**src/inc/crgen_pkg.sv**
```systemverilog
// Package with constants and types of the clock, ready and reset generator
package crgen_pkg;

  // ---------------------------------------------------------------
  // Timing
  // ---------------------------------------------------------------
  localparam int unsigned CLK_PERIOD_NS     = 50;
  // System clock cycles that ready stays asserted, at least
  localparam int unsigned READY_HOLD_CYCLES = 2;
  localparam logic [1:0]  READY_HOLD        = 2'(READY_HOLD_CYCLES);
  // Peripheral clock falling edges from detection to freeze
  localparam logic [1:0]  FREEZE_PCLK_FALLS = 2'h2;
  // Falling edges of the new source before the system clock restarts
  localparam logic [1:0]  RESTART_SRC_FALLS = 2'h2;

  // ---------------------------------------------------------------
  // Synchroniser lanes
  // ---------------------------------------------------------------
  localparam int unsigned SYNC_LANES  = 10;
  localparam int unsigned LN_SEL      = 0;
  localparam int unsigned LN_XTAL     = 1;
  localparam int unsigned LN_EFI      = 2;
  localparam int unsigned LN_ASYNC_READY_N     = 3;
  localparam int unsigned LN_ASYNC_READY_ENABLE_N   = 4;
  localparam int unsigned LN_SYNC_READY_N     = 5;
  localparam int unsigned LN_SYNC_READY_ENABLE_N   = 6;
  localparam int unsigned LN_STLO     = 7;
  localparam int unsigned LN_STHI     = 8;
  localparam int unsigned LN_RESREQ   = 9;
  // Idle level of every lane after reset: active-low pins idle high
  localparam logic [9:0]  SYNC_RESET  = 10'h3F8;

  // ---------------------------------------------------------------
  // Reset values
  // ---------------------------------------------------------------
  localparam logic        SEL_RESET   = 1'b0;
  localparam logic        PCLK_RESET  = 1'b1;
  localparam logic        RESET_OUT_RESET = 1'b1;

  // ---------------------------------------------------------------
  // Types
  // ---------------------------------------------------------------
  typedef enum logic [1:0] {
    CRG_RUN,
    CRG_ARMED,
    CRG_FROZEN
  } crg_switch_e;

endpackage

```
**src/crgen_top.sv**
```systemverilog
// Clock, ready and reset generator: clock select, PCLK, READY, RESET
`timescale 1ns/1ps
`default_nettype none

// Operation
// - Select low: system clock follows crystal
// - Select high: system clock follows external input
// - Select may switch while running, no reset
// - Peripheral clock is system clock halved
// - Peripheral clock aligned after first bus cycle
// - Async enable qualifies async ready, synchronised
// - Async ready synchronised, ends bus cycle
// - Ready output open drain, pulls low only
// - Ready from readies, enables, status, reset
// - Status prepares cycle, aligns clock, controls ready
// - Active-high reset output from reset request
// - Ready held asserted while reset asserted
// - Reset request asynchronous, synchronised before use
// - Reset request sampled on system clock fall
// - Ready on enabled low input, two cycles
// - Status low two cycles forces PCLK high
// - Select change freezes clock at second PCLK fall
module crgen_top
  import crgen_pkg::*;
(
  // Clock and reset
  input  wire logic CLK,
  input  wire logic RESET_N,
  input  wire logic CE,
  // Clock sources and select
  input  wire logic CLOCK_SELECT,
  input  wire logic CRYSTAL_PIN_IN,
  output logic      CRYSTAL_PIN_OUT,
  input  wire logic EXTERNAL_FREQUENCY_INPUT,
  // Generated clocks
  output logic      SYS_CLK_OUT,
  output logic      PCLK_OUT,
  // Ready sources
  input  wire logic ASYNC_READY_N,
  input  wire logic ASYNC_READY_ENABLE_N,
  input  wire logic SYNC_READY_N,
  input  wire logic SYNC_READY_ENABLE_N,
  // Bus status
  input  wire logic BUS_STATUS_LOW_N,
  input  wire logic BUS_STATUS_HIGH_N,
  // Ready output, open drain
  output logic      READY_N_OUT,
  output logic      READY_N_OE,
  // System reset
  input  wire logic RESET_REQUEST_N,
  output logic      RESET_OUT
);
  import crgen_pkg::*;

  // ---------------------------------------------------------------
  // Input synchronisers
  // ---------------------------------------------------------------
  logic [SYNC_LANES-1:0] pin_raw;
  logic [SYNC_LANES-1:0] sync_a;
  logic [SYNC_LANES-1:0] sync_b;
  logic [SYNC_LANES-1:0] next_sync_a;
  logic [SYNC_LANES-1:0] next_sync_b;

  assign pin_raw = {RESET_REQUEST_N, BUS_STATUS_HIGH_N, BUS_STATUS_LOW_N,
                    SYNC_READY_ENABLE_N, SYNC_READY_N,
                    ASYNC_READY_ENABLE_N, ASYNC_READY_N,
                    EXTERNAL_FREQUENCY_INPUT, CRYSTAL_PIN_IN, CLOCK_SELECT};

  // Stage a is read only by stage b
  for (genvar g = 0; g < SYNC_LANES; g++) begin : g_sync
    always_comb begin
      next_sync_a[g] = CE ? pin_raw[g] : sync_a[g];
      next_sync_b[g] = CE ? sync_a[g] : sync_b[g];
    end
    always_ff @(posedge CLK or negedge RESET_N) begin
      if (!RESET_N) begin
        sync_a[g] <= SYNC_RESET[g];
        sync_b[g] <= SYNC_RESET[g];
      end else begin
        sync_a[g] <= next_sync_a[g];
        sync_b[g] <= next_sync_b[g];
      end
    end
  end

  logic sel_s;
  logic xtal_s;
  logic efi_s;
  assign sel_s  = sync_b[LN_SEL];
  assign xtal_s = sync_b[LN_XTAL];
  assign efi_s  = sync_b[LN_EFI];

  // ---------------------------------------------------------------
  // Source selection and switchover
  // ---------------------------------------------------------------
  crg_switch_e state;
  crg_switch_e next_state;
  logic        active_sel;
  logic        next_active_sel;
  logic        target_sel;
  logic        next_target_sel;
  logic [1:0]  edge_cnt;
  logic [1:0]  next_edge_cnt;
  logic        sys_clk;
  logic        next_sys_clk;
  logic        xtal_prev;
  logic        efi_prev;
  logic        pclk;
  logic        pclk_prev;
  logic        tgt_now;
  logic        tgt_prev;
  logic        pclk_fell;

  assign tgt_now   = target_sel ? efi_s : xtal_s;
  assign tgt_prev  = target_sel ? efi_prev : xtal_prev;
  assign pclk_fell = pclk_prev & ~pclk;

  always_comb begin
    next_state      = state;
    next_active_sel = active_sel;
    next_target_sel = target_sel;
    next_edge_cnt   = edge_cnt;
    next_sys_clk    = active_sel ? efi_s : xtal_s;
    unique case (state)
      CRG_RUN: begin
        // Select only looked at while both clocks are high
        if (sys_clk && pclk && sel_s != active_sel) begin
          next_state      = CRG_ARMED;
          next_target_sel = sel_s;
          next_edge_cnt   = 2'h0;
        end
      end
      CRG_ARMED: begin
        if (pclk_fell) begin
          next_edge_cnt = edge_cnt + 2'h1;
          if (edge_cnt + 2'h1 == FREEZE_PCLK_FALLS) begin
            next_state    = CRG_FROZEN;
            next_edge_cnt = 2'h0;
            next_sys_clk  = 1'b0;
          end
        end
      end
      CRG_FROZEN: begin
        next_sys_clk = 1'b0;
        if (tgt_prev && !tgt_now && edge_cnt != RESTART_SRC_FALLS) begin
          next_edge_cnt = edge_cnt + 2'h1;
        end
        // Restart on the new source's rising edge, never a runt pulse
        if (edge_cnt == RESTART_SRC_FALLS && !tgt_prev && tgt_now) begin
          next_state      = CRG_RUN;
          next_active_sel = target_sel;
          next_sys_clk    = 1'b1;
        end
      end
    endcase
    if (!CE) begin
      next_state      = state;
      next_active_sel = active_sel;
      next_target_sel = target_sel;
      next_edge_cnt   = edge_cnt;
      next_sys_clk    = sys_clk;
    end
  end

  always_ff @(posedge CLK or negedge RESET_N) begin
    if (!RESET_N) begin
      state      <= CRG_RUN;
      active_sel <= SEL_RESET;
      target_sel <= SEL_RESET;
      edge_cnt   <= 2'h0;
      sys_clk    <= 1'b0;
      xtal_prev  <= 1'b0;
      efi_prev   <= 1'b0;
    end else begin
      state      <= next_state;
      active_sel <= next_active_sel;
      target_sel <= next_target_sel;
      edge_cnt   <= next_edge_cnt;
      sys_clk    <= next_sys_clk;
      xtal_prev  <= CE ? xtal_s : xtal_prev;
      efi_prev   <= CE ? efi_s : efi_prev;
    end
  end

  logic sys_rise;
  logic sys_fall;
  assign sys_rise = CE & ~sys_clk & next_sys_clk;
  assign sys_fall = CE & sys_clk & ~next_sys_clk;

  // ---------------------------------------------------------------
  // Peripheral clock with status alignment
  // ---------------------------------------------------------------
  logic       st_low;
  logic [1:0] st_hist;
  logic [1:0] next_st_hist;
  logic       next_pclk;
  logic       next_pclk_prev;

  assign st_low = ~sync_b[LN_STLO] | ~sync_b[LN_STHI];

  always_comb begin
    next_st_hist   = st_hist;
    next_pclk      = pclk;
    next_pclk_prev = CE ? pclk : pclk_prev;
    if (sys_rise) begin
      next_st_hist = {st_hist[0], st_low};
      // Stretching the high phase is what pulls the phase in line
      if (st_hist == 2'h3) begin
        next_pclk = 1'b1;
      end else begin
        next_pclk = ~pclk;
      end
    end
  end

  always_ff @(posedge CLK or negedge RESET_N) begin
    if (!RESET_N) begin
      st_hist   <= 2'h0;
      pclk      <= PCLK_RESET;
      pclk_prev <= PCLK_RESET;
    end else begin
      st_hist   <= next_st_hist;
      pclk      <= next_pclk;
      pclk_prev <= next_pclk_prev;
    end
  end

  // ---------------------------------------------------------------
  // Reset and ready generation
  // ---------------------------------------------------------------
  logic       reset_out;
  logic       next_reset_out;
  logic [1:0] ready_cnt;
  logic [1:0] next_ready_cnt;
  logic       ready_req;
  logic       ready_act;

  // Either low ready paired with its low enable; none enabled waits
  assign ready_req = (~sync_b[LN_SYNC_READY_N] & ~sync_b[LN_SYNC_READY_ENABLE_N]) |
                     (~sync_b[LN_ASYNC_READY_N] & ~sync_b[LN_ASYNC_READY_ENABLE_N]);

  always_comb begin
    next_reset_out = reset_out;
    next_ready_cnt = ready_cnt;
    if (sys_fall) begin
      next_reset_out = ~sync_b[LN_RESREQ];
      if (ready_req && !st_low) begin
        next_ready_cnt = READY_HOLD;
      end else if (ready_cnt != 2'h0) begin
        next_ready_cnt = ready_cnt - 2'h1;
      end
    end
  end

  always_ff @(posedge CLK or negedge RESET_N) begin
    if (!RESET_N) begin
      reset_out <= RESET_OUT_RESET;
      ready_cnt <= 2'h0;
    end else begin
      reset_out <= next_reset_out;
      ready_cnt <= next_ready_cnt;
    end
  end

  assign ready_act = (ready_cnt != 2'h0) | reset_out;

  // ---------------------------------------------------------------
  // Outputs
  // ---------------------------------------------------------------
  assign SYS_CLK_OUT     = sys_clk;
  assign PCLK_OUT        = pclk;
  // Taken after the second stage: no logic may read the first stage
  assign CRYSTAL_PIN_OUT = ~xtal_s;
  assign RESET_OUT       = reset_out;
  assign READY_N_OUT     = 1'b0;
  assign READY_N_OE      = ready_act;
endmodule

`default_nettype wire

```
**config.mk**
```make
export PLATFORM = sky130hd
export DESIGN_NAME = crgen_top
export DESIGN_NICKNAME = d
export VERILOG_FILES = /design/src/inc/crgen_pkg.sv /design/src/crgen_top.sv
export SDC_FILE = /design/constraint.sdc
export NUM_CORES = 1
export LEC_CHECK = 0
export BUFFER_PORTS_ARGS = -buffer_cell sky130_fd_sc_hd__buf_2
export CELL_PAD_IN_SITES_DETAIL_PLACEMENT = 2
export CELL_PAD_IN_SITES_GLOBAL_PLACEMENT = 2
export CORE_MARGIN = 5
export CORE_UTILIZATION = 25
export CTS_CLUSTER_SIZE = 20
export DETAILED_ROUTE_END_ITERATION = 12
export PLACE_DENSITY_LB_ADDON = 0.1
export SYNTH_ARGS = -nofsm -noshare
export SYNTH_HDL_FRONTEND = slang
export SYNTH_SLANG_ARGS = --single-unit
```
**constraint.sdc**
```tcl
create_clock -name CLK -period 1.7 [get_ports CLK]
set_input_delay 0.085 -clock CLK [delete_from_list [all_inputs] [get_ports CLK]]
set_output_delay 0.085 -clock CLK [all_outputs]
set_load 0.01 [all_outputs]
```
[Yosys cells after proc, flatten, opt, wreduce, memory -nomap -nowiden]
Index checks and enable logic that the tools add are counted.
Widths: inputs -> output; s select.
Operators by class
  $add $sub $neg: 2
  eq/ne operators: 12
  muxes and demuxes: 21
  bitwise logic cells: 21
  reduce and logical (&&, ||, !) cells: 18
Operator list (count)
  $mux 2: 10
  $ne 2x2->1 const B: 6
  $pmux 2 s3: 2
  $not 1->1: 11
  $eq 2x2->1 const B: 4
  $mux 1: 8
  $and 1x1->1: 7
  $logic_and 1x1->1: 7
  $reduce_and 3->1: 2
  $reduce_and 5->1: 1
  $reduce_and 4->1: 1
  $reduce_bool 2->1: 2
  $logic_not 1->1: 3
  $or 1x1->1: 3
  $add 2x1->2 const B: 1
  $eq 2x1->1 const B: 1
  $logic_not 2->1: 1
  $pmux 1 s2: 1
  $reduce_and 2->1: 1
  $sub 2x1->2 const B: 1
  $ne 1x1->1: 1
Storage, ports and cells
  flip-flop bits (word level): 36
  input bits: 13
  output and inout port bits: 6
  word-level logic and storage cells: 106

[Depth between registers and ports, before layout]
  depth after elaboration: 10
  gate-level depth with buffers: 6
  mapped depth without buffers: 6

[Worst setup path after synthesis]
No wires, ideal clock.
  path type: register -> register
  start point: register state[0]
  end point: register st_hist[0]
  setup time: 0.125 ns
  arrival: 1.575 ns
  required time: 1.575 ns
  slack: 0.001 ns
  cell stages (with the launch flop): 7
  buffers on the path: 0
  period minus slack after synthesis: 1.699 ns
  cells stage by stage: dfrtp_1 inv_1 ha_1 nand4b_1 o2111ai_4 a21oi_4 mux2_2
Between the ends
  cells in the longest elaborated chain, start to end: 4
  elaborated cells between the ends (all ways): 5
  those cells by class: 2 x eq/ne; 2 x mux; 1 x bitwise
Ends and longest elaborated chain
  from (decl): RTL line crgen_top.sv:96  | crg_switch_e state;
  from (signal assigned): RTL line crgen_top.sv:175  | state <= next_state;
  $eq 2x2->1 / $eq 2x1->1 (equally long branches): RTL line crgen_top.sv:124  | unique case (state)
  $pmux 1 s2 (*): RTL line crgen_top.sv:124
  $mux 1 (*): RTL line crgen_top.sv:156  | if (!CE) begin
  $and 1x1->1 (*): RTL line crgen_top.sv:187  | assign sys_rise = CE & ~sys_clk & next_sys_clk;
  to (signal assigned): RTL line crgen_top.sv:222  | st_hist <= next_st_hist;
  to (decl): RTL line crgen_top.sv:194  | logic [1:0] st_hist;
Mark *: on every way between the ends. The rest lies on a longest branch, timed or not.
A chain may end at the register's enable or synchronous reset.

[Final worst setup path]
  start point: register edge_cnt[0]
  end point: register st_hist[1]
Between the ends
  cells in the longest elaborated chain, start to end: 7
  elaborated cells between the ends (all ways): 11
  those cells by class: 1 x add/sub; 2 x eq/ne; 5 x mux; 1 x bitwise; 2 x reduce/logical
Ends and longest elaborated chain
  from (decl): RTL line crgen_top.sv:102  | logic [1:0] edge_cnt;
  from (signal assigned): RTL line crgen_top.sv:178  | edge_cnt <= next_edge_cnt;
  $add 2x1->2 / $eq 2x2->1 (equally long branches): RTL line crgen_top.sv:136, crgen_top.sv:149
  $eq 2x2->1 / $logic_and 1x1->1 (equally long branches): RTL line crgen_top.sv:136, crgen_top.sv:149
  $mux 1 / $logic_and 1x1->1 (equally long branches): RTL line crgen_top.sv:136, crgen_top.sv:149
  $mux 1, on equally long branches: RTL line crgen_top.sv:134, crgen_top.sv:149
  $pmux 1 s2 (*): RTL line crgen_top.sv:124
  $mux 1 (*): RTL line crgen_top.sv:156
  $and 1x1->1 (*): RTL line crgen_top.sv:187
Marked as above.

==> out/qor.yml <==
sta:
  final.min_clock_period_ps: 1720
  layout_setup_ws_ps: -15.2
  setup_viol: 2
  fmax_mhz: 583
  clock_skew_ps: 6.18
  final_min_period_over_clock_period_pct: 101
  hold_viol_final: 0
  slew_viol_final: 0
  fin_setup_tns_ps: -27.3
  slew_headroom_pct: 62.4
  worstMarginPinSlew_ps: 564
  grt_setup_unrepaired: "yes"
  whs_ps: 24.2
cells_and_area:
  fin_cells: 274
  postLayoutCellArea_sq_mm: 0.00228
  finalNetCount: 196
  n_fill_cell: 751
  syn_to_final_growth_pct: 28.5
  antenna-diode-count: 0
  drive_gt1_share_pct: 60.7
  final_util_pct: 33.3
place:
  dpl_cell_area_sq_mm: 0.00206
  dp.cells: 261
  place_ws_ps: -80.4
  gp_congestion: 0.687
  dp_hpwl_microns: 3040
  port_buffers: 17
floorplanning:
  fp.dieArea_sq_mm: 0.00887
  die_h_microns: 94.2
  fp.coreArea_sq_mm: 0.00683
  initial_core_util_pct: 25.9
  fp.dieW_microns: 94.2
  io_pins: 19
  row_count: 30
setup_path:
  crit_buf_inv: 1
  crit_family: "compound AO/OA/AOI/OAI gates"
  cp_slowest_cell: "dfrtp_1"
  end_kind: "flop"
  required_ps: 1870
  cp_cell_sequence: "buf_4 > ha_2 > nand4b_1 > o2111ai_4 > a21oi_4 > mux2_4"
  cpPeakStageDelay_ps: 400
  path_max_fanout: 4
  start_kind: "flop"
  critPathArrivalTime_ps: 1890
  worstSetupPathType: "flop to flop"
synth:
  yosys_register_bits: 36
  synth_edf_count: 0
  synth.avg_cell_area_sq_um: 12.9
  yosysMostFrequentCell: "mux2_2"
  synth_cell_type_count: 37
  syn_area_sq_mm: 0.00177
  yosysTopAreaCellShare_pct: 26.8
  ys_top_cells_by_count: "28 x mux2_2, 19 x dfrtp_1, 17 x dfstp_2"
  yosysWarningCount: 0
  synthTopCellsByArea: "dfrtp_1 27%, dfstp_2 25%, mux2_2 18%, ha_1 4.2%, inv_1 2.3%"
  synthesis.nets: 156
  synthArstFlopShare_pct: 100
  syn_inst: 137
  synth_seq_area_share_pct: 52.0
  synth_flop_cell: "dfrtp_1"
  post-synth-top-area-cell: "dfrtp_1"
routing:
  dr_total_vias: 1194
  detail_route.wl_per_cell_microns: 15.0
  vias_per_cell: 4.36
  m1WireLength_microns: 1930
  drt_iter0_drc: 10
  drc: 0
  ant_nets: 0
  wl_met2_microns: 1970
  wl_microns: 4110
  dr.pass1.iters: 2
  wl_met3_microns: 150
  top_layer_used: "met4"
run_status:
  violations: "setup timing"
  status: "finished, violations left"
pwr:
  p_int_mw: 2.23
  switching_share_pct: 34.0
  powerDensity_mw_per_mm2: 1490
  pwr-share-seq_pct: 39.2
  pwr-share-clk_pct: 21.3
  p_switching_mw: 1.15
  ir_worst_vdd_v: 0.000410
  power_mw: 3.38
  p_leak_nw: 0.959
  power_frac_comb_pct: 39.6
flow_run:
  drv_cap: 0
grt:
  grt_pass1_wl_microns: 7020
  grt_overflow: 0
  antenna_found_initial: 0
  grt.total_usage_pct: 10.2
  grt_pass1_vias: 1362
  grt_max_degree: 23
cts:
  cts_made_buffers: 5
  cts.path.max_buffers: 2
  clk_pin_slew_worst_paths_ps: 80
  clk_latency_ps: 290
  cts-htree-levels: 2
  cts_sinks: 36
  cts_tree: "built"
  cts-root-buf: "clkbuf_8"
hold_path:
  worstHoldPathType: "primary input to flop"
[final timing paths]
| check | startpoint | to | slack (ps) | cells after the start |
|---|---|---|---|---|
| min in group asynchronous | RESET_N | state[0] | 320 | 2 |
| worst min-delay path | CRYSTAL_PIN_IN | sync_a[1] | 20 | 2 |
| worst max register to register | edge_cnt[0] | st_hist[1] | -20 | 6 |
| worst max-delay path | edge_cnt[0] | st_hist[1] | -20 | 6 |
| worst min register to register | sync_a[0] | sync_a[0] | 510 | 1 |
| max in group asynchronous | RESET_N | RESET_OUT | 760 | 3 |
[final cells by class]
| cell class | count | area (sq um) | share of cell area (%) |
|---|---|---|---|
| Multi-Input combinational cell | 86 | 845 | 37.1 |
| Timing Repair Buffer | 37 | 238 | 10.4 |
| Sequential cell | 36 | 922 | 40.5 |
| Clock inverter | 2 | 16.3 | 0.715 |
| Inverter | 11 | 41.3 | 1.81 |
| Clock buffer | 6 | 93.8 | 4.12 |
| Tap cell | 96 | 120 | 5.28 |
[logic make-up after synthesis]
kind of cell | after synthesis | share of synthesized area [%]
buf+inv | 15 | 3.74
flops | 36 | 52.0
mux | 33 | 21.2
xor+xnor | 1 | 0.494
other cells | 1 | 0.212
compound gates | 19 | 9.75
fa+ha+maj | 6 | 4.24
simple gates | 26 | 8.33
[power by group through the flow]
stage | combinational, mW | clock (mW) | sequential, mW
final | 1.34 | 0.719 | 1.32
after global routing | 1.49 | 0.792 | 1.37
after CTS | 1.29 | 0.759 | 1.32
after detailed placement | 1.18 | 0 | 1.33
after global placement | 1.13 | 0 | 1.31
after floorplan | 0.745 | 0 | 1.29
[what timing repair did]
item                                    in CTS  in global routing
hold buffers                                 1                  0
pin swaps                                    3                  8
endpoints found under the setup margin       8                 10
hold endpoints to repair                    18                  0
buffers inserted                             3                  1
gates resized for setup                      6                  9
[layout by cell type (no fill, tap or decap), types with 2 or more instances in the layout]
cell type,instances
mux2_2,24
dfrtp_1,19
ha_4,2
buf_2,17
dfstp_2,17
buf_4,19
inv_1,8
o21ai_0,4
ha_1,2
a21oi_2,2
clkbuf_8,5
inv_2,3
mux2_4,6
ha_2,2
nand4b_1,2
nand2_1,9
nand3_1,4
a31oi_1,2
nand2b_1,2
mux2i_1,3
[registers in the layout, summed over array words and instances, names as in the netlist]
name and flops:
sync_a 10, sync_b 7, edge_cnt 2, ready_cnt 2
st_hist 2, state 2, PCLK_OUT 1, RESET_OUT 1
SYS_CLK_OUT 1, active_sel 1, efi_prev 1, efi_s 1
pclk_prev 1, sel_s 1, target_sel 1, xtal_prev 1
xtal_s 1
[metal layers]
metal  track usage (%)  up-vias
met5                 0        -
met4              4.33        0
met3              2.40        7
met2              16.4       19
met1              13.1      612
li1                  -      556
Power figures use the tool's default switching activity.
